**config.mk**
```make
export PLATFORM = sky130hd
export DESIGN_NAME = asrf_top
export DESIGN_NICKNAME = d
export VERILOG_FILES = /design/src/core/asrf_pkg.sv /design/src/core/asrf_top.sv
export VERILOG_INCLUDE_DIRS = /design/src /design/src/core
export SDC_FILE = /design/constraint.sdc
export NUM_CORES = 1
export LEC_CHECK = 0
export BUFFER_PORTS_ARGS = -buffer_cell sky130_fd_sc_hd__buf_2
export CAP_MARGIN = 20
export CORE_MARGIN = 5
export CORE_UTILIZATION = 64
export CTS_CLUSTER_SIZE = 14
export DETAILED_ROUTE_END_ITERATION = 12
export PLACE_DENSITY = 0.94
export RECOVER_POWER = 50
export SYNTH_ARGS = -nofsm -noshare
export SYNTH_HDL_FRONTEND = slang
export SYNTH_SLANG_ARGS = --single-unit
export TNS_END_PERCENT = 50
```
**constraint.sdc**
```tcl
create_clock -name clk -period 5.5 [get_ports clk]
set_clock_uncertainty 0.1 [all_clocks]
set_input_delay 0.55 -clock clk [delete_from_list [all_inputs] [get_ports clk]]
set_output_delay 0.55 -clock clk [all_outputs]
set_load 0.1 [all_outputs]
```
**src/core/asrf_defs.svh**
```systemverilog
// Offsets, field positions, reset values and timing counts
// Assumes a 25 MHz system clock
`ifndef ASRF_DEFS_SVH
`define ASRF_DEFS_SVH

// ****************************************
// Register offsets
// ****************************************
`define ASRF_OFS_CTRL0 2'h0
`define ASRF_OFS_CTRL1 2'h1
`define ASRF_OFS_STAT  2'h2
`define ASRF_OFS_DATA  2'h3

// ****************************************
// Field positions and reset values
// ****************************************
`define ASRF_MODE_BIT  1
`define ASRF_CHN_LSB   3
`define ASRF_FRST_BIT  0
`define ASRF_TRIG_LSB  2
`define ASRF_FMT_BIT   7
`define ASRF_CTRL_RST  10'h000

// ****************************************
// Timing
// ****************************************
`define ASRF_CLK_NS    40
`define ASRF_OSC_NS    160
`define ASRF_OSC_CYC   ((`ASRF_OSC_NS) / (`ASRF_CLK_NS))
`define ASRF_PIPE_TICK 5

`endif

```
**src/core/asrf_pkg.sv**
```systemverilog
// Types shared by the sequencer and its users
// Assumes asrf_defs.svh for numeric constants
`default_nettype none

package asrf_pkg;

	// Register port request
	typedef struct packed {
		logic [1:0]  addr;
		logic [15:0] wdata;
		logic        wr;
		logic        rd;
	} asrf_req_t;

	// Single-conversion sequencer
	typedef enum logic [1:0] {
		ASRF_IDLE = 2'b00,
		ASRF_PIPE = 2'b01,
		ASRF_CONV = 2'b10
	} asrf_state_t;

endpackage

`default_nettype wire

```
**src/core/asrf_top.sv**
```systemverilog
// Conversion sequencer with 16-word circular result FIFO
// Assumes pins arrive unsynchronised; converter result is on clk
`timescale 1ns/1ps
`default_nettype none
`include "asrf_defs.svh"

// Function
// RULE_01 - Control word 0 bit 1 set selects single conversion mode.
// RULE_02 - Start falling edge holds all selected inputs and starts converting.
// RULE_03 - Single mode timed by internal oscillator, not external clock.
// RULE_04 - Data-available asserted only after samples are stored in FIFO.
// RULE_05 - Single mode samples one to four channels together.
// RULE_06 - With trigger equal n, strobe after pipeline plus n oscillator periods.
// RULE_07 - Oscillator stopped in continuous mode.
// RULE_08 - Mode bit 0 gives continuous mode on free-running host clock.
// RULE_09 - Continuous mode writes one value per conversion clock rising edge.
// RULE_10 - Host keeps continuous throughput within rated per-channel rates.
// RULE_11 - Multiple channels written in fixed repeating channel order.
// RULE_12 - Results delivered as straight binary or two's complement.
// RULE_13 - Two's complement flips the MSB of the binary code.
// RULE_14 - FIFO holds at most 16 words.
// RULE_15 - Read pointer addresses the next word delivered.
// RULE_16 - Write pointer addresses the last written word.
// RULE_17 - Trigger met when new writes equal the trigger level.
// RULE_18 - Host reads exactly trigger-level words per strobe.
// RULE_19 - First word of each block is the first scanned channel.
// RULE_20 - Trigger level chosen by control word, set depends on channels.
// RULE_21 - One channel allows trigger levels 1, 4, 8 or 14.
// RULE_22 - Data-available is a low-going pulse.
// RULE_23 - Read is both chip selects combined with read strobe.
// RULE_24 - Read pointer advances per read; pointers wrap at 16.
// RULE_25 - Reset clears pointers, empties FIFO, strobe inactive.
module asrf_top
	import asrf_pkg::*;
(
	// Clock and reset
	input  wire logic              clk,
	input  wire logic              rst,
	// Register port
	input  wire asrf_pkg::asrf_req_t req,
	output var  logic [15:0]       rdata,
	// Conversion pins
	input  wire logic              conversion_start_n,
	input  wire logic              conversion_clock_in,
	// Parallel read pins
	input  wire logic              chip_select_low_n,
	input  wire logic              chip_select_high,
	input  wire logic              read_n,
	output var  logic [11:0]       read_data,
	output var  logic              data_available_n,
	// Converter core
	input  wire logic [11:0]       conv_result,
	output var  logic              hold_n,
	output var  logic [1:0]        conv_channel,
	output var  logic              osc_run
);
	import asrf_pkg::*;

	localparam logic [2:0] OSC_LAST = 3'(`ASRF_OSC_CYC - 1);
	localparam logic [2:0] PIPE_LAST = 3'(`ASRF_PIPE_TICK - 1);

	// ****************************************
	// Pin synchronisers
	// ****************************************
	logic [4:0] pin_s1;
	logic [4:0] pin_s2;
	logic [4:0] pin_s3;
	logic [4:0] pin_raw;

	assign pin_raw = {conversion_start_n, conversion_clock_in,
		chip_select_low_n, chip_select_high, read_n};

	genvar gi;
	generate
		for (gi = 0; gi < 5; gi++)
		begin : g_sync
			always_ff @(posedge clk)
			begin
				if (rst)
				begin
					pin_s1[gi] <= 1'b1;
					pin_s2[gi] <= 1'b1;
					pin_s3[gi] <= 1'b1;
				end
				else
				begin
					pin_s1[gi] <= pin_raw[gi];
					pin_s2[gi] <= pin_s1[gi];
					pin_s3[gi] <= pin_s2[gi];
				end
			end
		end
	endgenerate

	logic start_fall;
	logic cclk_rise;
	logic rd_act;
	logic rd_act_q;
	logic pin_pop;

	assign start_fall = pin_s3[4] & ~pin_s2[4];
	assign cclk_rise = ~pin_s3[3] & pin_s2[3];
	assign rd_act = ~pin_s2[2] & pin_s2[1] & ~pin_s2[0]; // RULE_23
	assign rd_act_q = ~pin_s3[2] & pin_s3[1] & ~pin_s3[0];
	assign pin_pop = rd_act & ~rd_act_q;

	// ****************************************
	// State
	// ****************************************
	logic [9:0]  ctrl0;
	logic [9:0]  ctrl1;
	asrf_state_t state;
	logic [2:0]  osc_cnt;
	logic [2:0]  tick_cnt;
	logic [1:0]  ch;
	logic [3:0]  rd_ptr;
	logic [3:0]  wr_ptr;
	logic [3:0]  trig_ptr;
	logic [4:0]  fill;
	logic [4:0]  new_cnt;
	logic [11:0] mem [16];

	logic [9:0]  next_ctrl0;
	logic [9:0]  next_ctrl1;
	asrf_state_t next_state;
	logic [2:0]  next_osc_cnt;
	logic [2:0]  next_tick_cnt;
	logic [1:0]  next_ch;
	logic [3:0]  next_rd_ptr;
	logic [3:0]  next_wr_ptr;
	logic [3:0]  next_trig_ptr;
	logic [4:0]  next_fill;
	logic [4:0]  next_new_cnt;
	logic        next_av_n;
	logic        next_hold_n;
	logic        next_osc_run;
	logic [11:0] next_read_data;
	logic [15:0] next_rdata;

	logic       single;
	logic [1:0] nch;
	logic [1:0] trig_code;
	logic       twos;
	logic [4:0] level;
	logic       tick;
	logic       wr_en;
	logic       pop;
	logic       do_pop;
	logic       flush;
	logic [11:0] head;

	assign single = ctrl0[`ASRF_MODE_BIT]; // RULE_01 RULE_08
	assign nch = ctrl0[`ASRF_CHN_LSB +: 2];
	assign trig_code = ctrl1[`ASRF_TRIG_LSB +: 2];
	assign twos = ctrl1[`ASRF_FMT_BIT];
	assign tick = osc_run && (osc_cnt == OSC_LAST);
	assign head = mem[rd_ptr];

	// Allowed trigger levels per channel count
	function automatic logic [4:0] trig_lvl(input logic [1:0] n,
		input logic [1:0] c);
		logic [4:0] v;
		v = 5'h01;
		unique case ({n, c})
			4'h0: v = 5'h01; // RULE_21
			4'h1: v = 5'h04;
			4'h2: v = 5'h08;
			4'h3: v = 5'h0E;
			4'h4: v = 5'h02;
			4'h5: v = 5'h04;
			4'h6: v = 5'h08;
			4'h7: v = 5'h0C;
			4'h8: v = 5'h03;
			4'h9: v = 5'h06;
			4'hA: v = 5'h09;
			4'hB: v = 5'h0C;
			4'hC: v = 5'h04;
			4'hD: v = 5'h08;
			4'hE: v = 5'h0C;
			4'hF: v = 5'h10;
		endcase
		return v;
	endfunction

	assign level = trig_lvl(nch, trig_code); // RULE_20

	// ****************************************
	// Next-state logic
	// ****************************************
	always_comb
	begin
		next_ctrl0 = ctrl0;
		next_ctrl1 = ctrl1;
		next_state = state;
		next_osc_cnt = 3'h0;
		next_tick_cnt = tick_cnt;
		next_ch = ch;
		next_rd_ptr = rd_ptr;
		next_wr_ptr = wr_ptr;
		next_trig_ptr = trig_ptr;
		next_fill = fill;
		next_new_cnt = new_cnt;
		next_av_n = 1'b1;
		next_hold_n = 1'b1;
		next_read_data = read_data;
		next_rdata = 16'h0000;
		wr_en = 1'b0;
		flush = 1'b0;
		pop = pin_pop;

		// Register port
		if (req.wr)
		begin
			unique case (req.addr)
				`ASRF_OFS_CTRL0:
				begin
					next_ctrl0 = req.wdata[9:0];
					flush = 1'b1;
				end
				`ASRF_OFS_CTRL1:
				begin
					next_ctrl1 = req.wdata[9:0];
					next_ctrl1[`ASRF_FRST_BIT] = 1'b0;
					flush = req.wdata[`ASRF_FRST_BIT];
				end
				default:
				begin
				end
			endcase
		end
		if (req.rd)
		begin
			unique case (req.addr)
				`ASRF_OFS_CTRL0: next_rdata = {6'h00, ctrl0};
				`ASRF_OFS_CTRL1: next_rdata = {6'h00, ctrl1};
				`ASRF_OFS_STAT:
					next_rdata = {1'b0, rd_ptr, wr_ptr, fill,
						state != ASRF_IDLE, single};
				`ASRF_OFS_DATA:
				begin
					next_rdata = {4'h0, twos ? {~head[11], head[10:0]} : head};
					pop = 1'b1;
				end
			endcase
		end

		// Oscillator runs only for a single conversion
		if (osc_run)
			next_osc_cnt = (osc_cnt == OSC_LAST) ? 3'h0 : osc_cnt + 3'h1; // RULE_03

		// Conversion sequencing
		unique case (state)
			ASRF_IDLE:
			begin
				if (single && start_fall)
				begin
					next_hold_n = 1'b0; // RULE_02
					next_state = ASRF_PIPE;
					next_tick_cnt = 3'h0;
					next_ch = 2'h0;
				end
				else if (!single && cclk_rise)
				begin
					wr_en = 1'b1; // RULE_09
					next_ch = (ch == nch) ? 2'h0 : ch + 2'h1; // RULE_11
				end
			end
			ASRF_PIPE:
			begin
				if (tick)
				begin
					next_tick_cnt = tick_cnt + 3'h1;
					if (tick_cnt == PIPE_LAST)
						next_state = ASRF_CONV; // RULE_06
				end
			end
			ASRF_CONV:
			begin
				if (tick)
				begin
					wr_en = 1'b1; // RULE_05
					next_ch = (ch == nch) ? 2'h0 : ch + 2'h1;
					if (ch == nch)
						next_state = ASRF_IDLE;
				end
			end
			default: next_state = ASRF_IDLE;
		endcase
		if (!single)
			next_state = ASRF_IDLE;
		next_osc_run = single && (next_state != ASRF_IDLE); // RULE_07

		// FIFO pointers
		do_pop = pop && (fill != 5'h00);
		if (do_pop)
		begin
			next_read_data = twos ? {~head[11], head[10:0]} : head; // RULE_12 RULE_13
			next_rd_ptr = rd_ptr + 4'h1; // RULE_15 RULE_24
		end
		if (wr_en)
		begin
			next_wr_ptr = wr_ptr + 4'h1; // RULE_16
			next_new_cnt = new_cnt + 5'h01;
			if (fill == 5'h10 && !do_pop)
				next_rd_ptr = rd_ptr + 4'h1;
		end
		next_fill = fill + {4'h0, wr_en && !(fill == 5'h10 && !do_pop)}
			- {4'h0, do_pop}; // RULE_14
		if (wr_en && next_new_cnt == level)
		begin
			next_av_n = 1'b0; // RULE_04 RULE_17 RULE_22
			next_new_cnt = 5'h00;
			next_trig_ptr = next_wr_ptr;
		end

		// Restart scan so blocks begin at the first channel
		if (flush)
		begin
			next_state = ASRF_IDLE;
			next_osc_run = 1'b0;
			next_ch = 2'h0; // RULE_19
			next_rd_ptr = 4'h0;
			next_wr_ptr = 4'hF;
			next_trig_ptr = 4'hF;
			next_fill = 5'h00;
			next_new_cnt = 5'h00;
			next_av_n = 1'b1;
		end
	end

	// ****************************************
	// Registers
	// ****************************************
	always_ff @(posedge clk)
	begin
		if (rst)
		begin
			ctrl0 <= `ASRF_CTRL_RST;
			ctrl1 <= `ASRF_CTRL_RST;
			state <= ASRF_IDLE;
			osc_cnt <= 3'h0;
			tick_cnt <= 3'h0;
			ch <= 2'h0;
			rd_ptr <= 4'h0; // RULE_25
			wr_ptr <= 4'hF;
			trig_ptr <= 4'hF;
			fill <= 5'h00;
			new_cnt <= 5'h00;
			data_available_n <= 1'b1;
			hold_n <= 1'b1;
			osc_run <= 1'b0;
			read_data <= 12'h000;
			rdata <= 16'h0000;
		end
		else
		begin
			ctrl0 <= next_ctrl0;
			ctrl1 <= next_ctrl1;
			state <= next_state;
			osc_cnt <= next_osc_cnt;
			tick_cnt <= next_tick_cnt;
			ch <= next_ch;
			rd_ptr <= next_rd_ptr;
			wr_ptr <= next_wr_ptr;
			trig_ptr <= next_trig_ptr;
			fill <= next_fill;
			new_cnt <= next_new_cnt;
			data_available_n <= next_av_n;
			hold_n <= next_hold_n;
			osc_run <= next_osc_run;
			read_data <= next_read_data;
			rdata <= next_rdata;
		end
	end

	// Result storage at location after last write
	always_ff @(posedge clk)
	begin
		if (wr_en && !flush)
			mem[wr_ptr + 4'h1] <= conv_result;
	end

	assign conv_channel = ch;

	// ****************************************
	// Assertions
	// ****************************************
	a_av_pulse_one: assert property (@(posedge clk) disable iff (rst) // RULE_22
		!data_available_n |=> data_available_n)
		else $error("data available held longer than one cycle");

	a_av_after_write: assert property (@(posedge clk) disable iff (rst) // RULE_04
		$fell(data_available_n) |-> $past(wr_en) && fill != 5'h00)
		else $error("data available without a stored sample");

	a_osc_off_cont: assert property (@(posedge clk) disable iff (rst) // RULE_07
		!single |=> !osc_run && osc_cnt == 3'h0)
		else $error("oscillator running in continuous mode");

	a_osc_tick_gap: assert property (@(posedge clk) disable iff (rst) // RULE_03
		tick |=> !tick [*3])
		else $error("oscillator ticks too close");

	a_start_hold: assert property (@(posedge clk) disable iff (rst) // RULE_02
		state == ASRF_IDLE && single && start_fall && !req.wr
		|=> !hold_n && state == ASRF_PIPE)
		else $error("start edge did not hold inputs");

	a_cont_write: assert property (@(posedge clk) disable iff (rst) // RULE_09
		!single && cclk_rise && !req.wr |=> wr_ptr == $past(wr_ptr) + 4'h1)
		else $error("conversion clock edge wrote no value");

	a_read_advance: assert property (@(posedge clk) disable iff (rst) // RULE_24
		pin_pop && fill != 5'h00 && !wr_en && !req.wr
		|=> rd_ptr == $past(rd_ptr) + 4'h1 && fill == $past(fill) - 5'h01)
		else $error("read did not advance pointer");

	a_fill_max: assert property (@(posedge clk) disable iff (rst) // RULE_14
		fill <= 5'h10)
		else $error("fifo fill above 16");

	a_chan_order: assert property (@(posedge clk) disable iff (rst) // RULE_11
		wr_en && !flush |=> ch == (($past(ch) == nch) ? 2'h0 : $past(ch) + 2'h1))
		else $error("channel order broken");

	a_fmt_twos: assert property (@(posedge clk) disable iff (rst) // RULE_13
		do_pop && twos && !req.wr |=> read_data == {~$past(head[11]), $past(head[10:0])})
		else $error("two's complement coding wrong");

endmodule

`default_nettype wire

```
==> impl_summary.txt <==
----------------------------------------------------
[Layout]
  Growth of design area from synthesis to finish ... 12.14%
  Proportion of layout cells with a drive suffix above 1 ... 21.56%
  Number of antenna cells inserted ... 0
  Net count, final ... 861
  Post-route non-filler standard cell count ... 1,046

[Clock tree]
  Latest clock arrival within the worst-skew pair ... 550 ps
  Total of cells resized after clock tree synthesis ... 0
  Cts hold-fix bufs ... 0
  CTS Root Buffer Type ... sky130_fd_sc_hd__clkbuf_16
  Clock tree from TritonCTS ... done
  Total clock sinks ... 284
  Clock slew at reported path FFs ... 60 ps
  Maximum clock insertion buffer count ... 3
  Number of CTS-inserted buffers ... 27
  Post-CTS setup-driven buffer insertion count ... 0
  H-tree depth reported by CTS ... 1

[Global route]
  Vias in the first global route ... 7,028
  Maximum number of pins on one net before global-route repair ... 50
  Global-route wire length before repair ... 39,340 um
  Global-route usage over all layers ... 25.57%
  Total global routing overflow ... 0
  Antenna violations before repair ... 0

[Yosys]
  Primary flip-flop cell chosen by synthesis mapping ... sky130_fd_sc_hd__edfxtp_1
  Main area contributors after synthesis ... sky130_fd_sc_hd__edfxtp_1, sky130_fd_sc_hd__dfxtp_1, sky130_fd_sc_hd__mux4_2
  Area of the mapped netlist ... 11,360 sq um
  Post-synth EDFFs ... 192
  Synthesized flop and latch total ... 284
  Yosys top cell area share ... 50.76%
  Unique masters post-synth ... 51
  Sequential cell area fraction in the yosys report ... 66.98%
  Gate count of the mapped netlist ... 724
  Cell type contributing the most total cell area after synthesis ... sky130_fd_sc_hd__edfxtp_1
  Total number of yosys warnings ... 0
  Synth Net Count ... 784
  Avg Synthesized Cell Area ... 15.69 sq um
  Synth async-reset ratio ... 0%

[Critical path]
  Data required time of the critical path ... 5870 ps
  Arrival time worst endpoint ... 3670 ps
  Type of destination of the critical path ... flop
  R2R depth ... 16
  Worst setup SP type ... input port
  Critical Path Fanout Max ... 20
  Crit Path Category ... in -> reg

[Place]
  Number of placed instances, taps included ... 997
  HPWL after DPL ... 15,650 um
  Count of port buffers added during placement ... 64
  Routability congestion estimate from global placement ... 0.8934

[Die]
  I/O Pins ... 72
  Placement row count ... 48
  Core area ... 17,360 sq um
  Horiz. Die Dim ... 143.2 um
  Floorplan die height ... 143.2 um
  Starting utilization of the core area ... 65.44%
  Area enclosed by the die boundary ... 20,510 sq um

[Status]
  Violations in the final reports ... capacitance limit, slew limit
  Status ... finished, violations left

[Timing]
  Endpoints failing hold ... 0
  TNS Setup ... 0 ps
  Worst hold margin ... 84.65 ps
  Max Transition Viols Final ... 45
  Time the final worst path needs with I/O delays and setup ... 3297 ps
  Slew HR ... -17.95%
  # setup viols final ... 0
  Top achievable clock speed ... 0.3033 GHz
  Tightest Pin Transition ... 1769 ps
  Setup repair after global routing missed its margin ... no
  Final critical-path share of the clock period ... 59.95%

[Drt]
  Met1 Routed Length ... 9326 um
  Remaining antenna violation count ... 0
  Via count ... 6,636
  Vias per inst ... 6.344
  Met2 routed WL ... 12,970 um
  Per-cell routed wire length ... 24.26 um
  Post-detailed-route DRC marker count ... 0
  Number of optimization iterations in the first detailed-route pass ... 5
  Detailed Route WL ... 25,380 um
  Iteration-0 DRC count of the detailed router ... 637
  Top layer reached by signal wires ... met4
  Wire length on met3 ... 2266 um

[Hold path]
  Hold Path Cell Cnt ... 2
  Hold Path Class ... in -> reg

[Pwr]
  Power per Cell Area ... 352.9 nW/um^2
  Peak supply drop ... 0.3045 mV
  Leak ... 4.473 nW

[Run]
  Max capacitance violation total ... 1

----------------------------------------------------
==> sequential cells by signal, indices dropped and copies added (netlist names), 4 cells and up <==
signal / flops
rd_ptr: 4
new_cnt: 5
ctrl0: 10
wr_ptr: 4
ctrl1: 9
read_data: 12
rdata: 15
fill: 5
pin_s3: 5
pin_s1: 5
mem: 192
pin_s2: 5
==> cells in the final DEF (no fill, tap or decap), types with 4 or more instances in the layout <==
cell                        instances
sky130_fd_sc_hd__buf_4             20
sky130_fd_sc_hd__dfxtp_1           90
sky130_fd_sc_hd__and3_1             6
sky130_fd_sc_hd__clkinv_1           5
sky130_fd_sc_hd__or2_2             17
sky130_fd_sc_hd__buf_2             36
sky130_fd_sc_hd__nor2b_1            9
sky130_fd_sc_hd__nor3_1             4
sky130_fd_sc_hd__and2_1            11
sky130_fd_sc_hd__nor2_1            65
sky130_fd_sc_hd__mux4_2            56
sky130_fd_sc_hd__nand2_1           28
sky130_fd_sc_hd__mux2i_1           28
sky130_fd_sc_hd__xnor2_1            8
sky130_fd_sc_hd__inv_1             21
sky130_fd_sc_hd__a22o_1            12
sky130_fd_sc_hd__a211oi_1           6
sky130_fd_sc_hd__xor2_1             9
sky130_fd_sc_hd__a22oi_1           20
sky130_fd_sc_hd__clkinv_2           6
sky130_fd_sc_hd__clkbuf_1          34
sky130_fd_sc_hd__or3_1              6
sky130_fd_sc_hd__edfxtp_1         192
sky130_fd_sc_hd__nand3_1           10
sky130_fd_sc_hd__ha_1              20
sky130_fd_sc_hd__o21ai_0           16
sky130_fd_sc_hd__clkbuf_16         27
sky130_fd_sc_hd__a21oi_1           15
==> kinds of logic (layout without fill, tap and decap cells) <==
kind of cell | Yosys count | in the layout | synth area share, %
fa+ha+maj | 21 | 21 | 2.379
flops | 284 | 284 | 66.98
mux | 87 | 87 | 14.13
simple gates | 170 | 170 | 7.315
compound gates | 86 | 86 | 5.475
buf+inv | 57 | 154 | 2.181
xor+xnor | 18 | 18 | 1.509
other cells | 1 | 1 | 0.03302
==> cell type report <==
cell class,count,area [sq um]
Sequential cell,284,7610
Fill cell,1000,4619
Multi-Input combinational cell,383,3506
Clock buffer,34,711.9
Timing Repair Buffer,84,435.4
Tap cell,225,281.5
Clock inverter,15,113.9
Inverter,21,78.83
==> power by group <==
part	total, mW	internal, mW	switching [mW]
Combinational	0.389	0.148	0.240
Sequential	2.35	2.31	0.0428
Clock	1.75	0.970	0.784
==> layer usage <==
layer / vias to the layer above / global-route usage (%)
met5: - / 0
met4: 0 / 8.821
met3: 74 / 5.626
met2: 354 / 44.81
met1: 3311 / 31.75
li1: 2897 / -
==> Yosys cell counts, types with 4 or more instances <==
cell	instances
sky130_fd_sc_hd__o21ai_0	16
sky130_fd_sc_hd__buf_1	4
sky130_fd_sc_hd__nand3_1	10
sky130_fd_sc_hd__a21oi_1	15
sky130_fd_sc_hd__dfxtp_1	92
sky130_fd_sc_hd__xor2_1	9
sky130_fd_sc_hd__and2_1	11
sky130_fd_sc_hd__xnor2_1	8
sky130_fd_sc_hd__or3_1	6
sky130_fd_sc_hd__a22oi_1	20
sky130_fd_sc_hd__inv_1	21
sky130_fd_sc_hd__a22o_1	12
sky130_fd_sc_hd__or2_2	17
sky130_fd_sc_hd__nand2_1	28
sky130_fd_sc_hd__nor2_1	66
sky130_fd_sc_hd__mux4_2	56
sky130_fd_sc_hd__ha_1	20
sky130_fd_sc_hd__and3_1	6
sky130_fd_sc_hd__nor2b_1	9
sky130_fd_sc_hd__a211oi_1	6
sky130_fd_sc_hd__mux2i_1	28
sky130_fd_sc_hd__clkbuf_1	24
sky130_fd_sc_hd__nor3_1	4
sky130_fd_sc_hd__edfxtp_1	192
==> per-stage QoR <==
| step | utilization, % | total power, mW | setup WS (ps) | instance area, sq um |
|---|---|---|---|---|
| global placement | 68.83 | 2.758 | 2275 | 11950 |
| global route | 73.39 | 4.639 | 1989 | 12740 |
| CTS | 73.59 | 4.505 | 2263 | 12770 |
| detailed placement | 68.83 | 2.784 | 2188 | 11950 |
| floorplan | - | 2.683 | 1852 | 11360 |
| finish | 73.39 | 4.495 | 2203 | 12740 |
==> worst max-delay path, stage by stage <==
cell,delay (ps)
sky130_fd_sc_hd__clkbuf_1,900
sky130_fd_sc_hd__and2_1,310
sky130_fd_sc_hd__a32o_1,220
sky130_fd_sc_hd__o31ai_1,100
sky130_fd_sc_hd__ha_1,270
sky130_fd_sc_hd__inv_1,40
sky130_fd_sc_hd__ha_1,180
sky130_fd_sc_hd__inv_1,70
sky130_fd_sc_hd__fa_1,210
sky130_fd_sc_hd__inv_1,60
sky130_fd_sc_hd__a21oi_1,160
sky130_fd_sc_hd__nor2_1,70
sky130_fd_sc_hd__or3_1,360
sky130_fd_sc_hd__a21oi_1,150
==> path summary, 6_finish.rpt <==
check	from	end	slack [ps]
setup / recovery	req[18]	fill[4]	2200
hold / removal	conversion_start_n	pin_s1[4]	80
setup reg to reg	osc_cnt[0]	fill[4]	2220
hold reg to reg	pin_s1[4]	pin_s2[4]	310
Power figures use the tool's default switching activity.
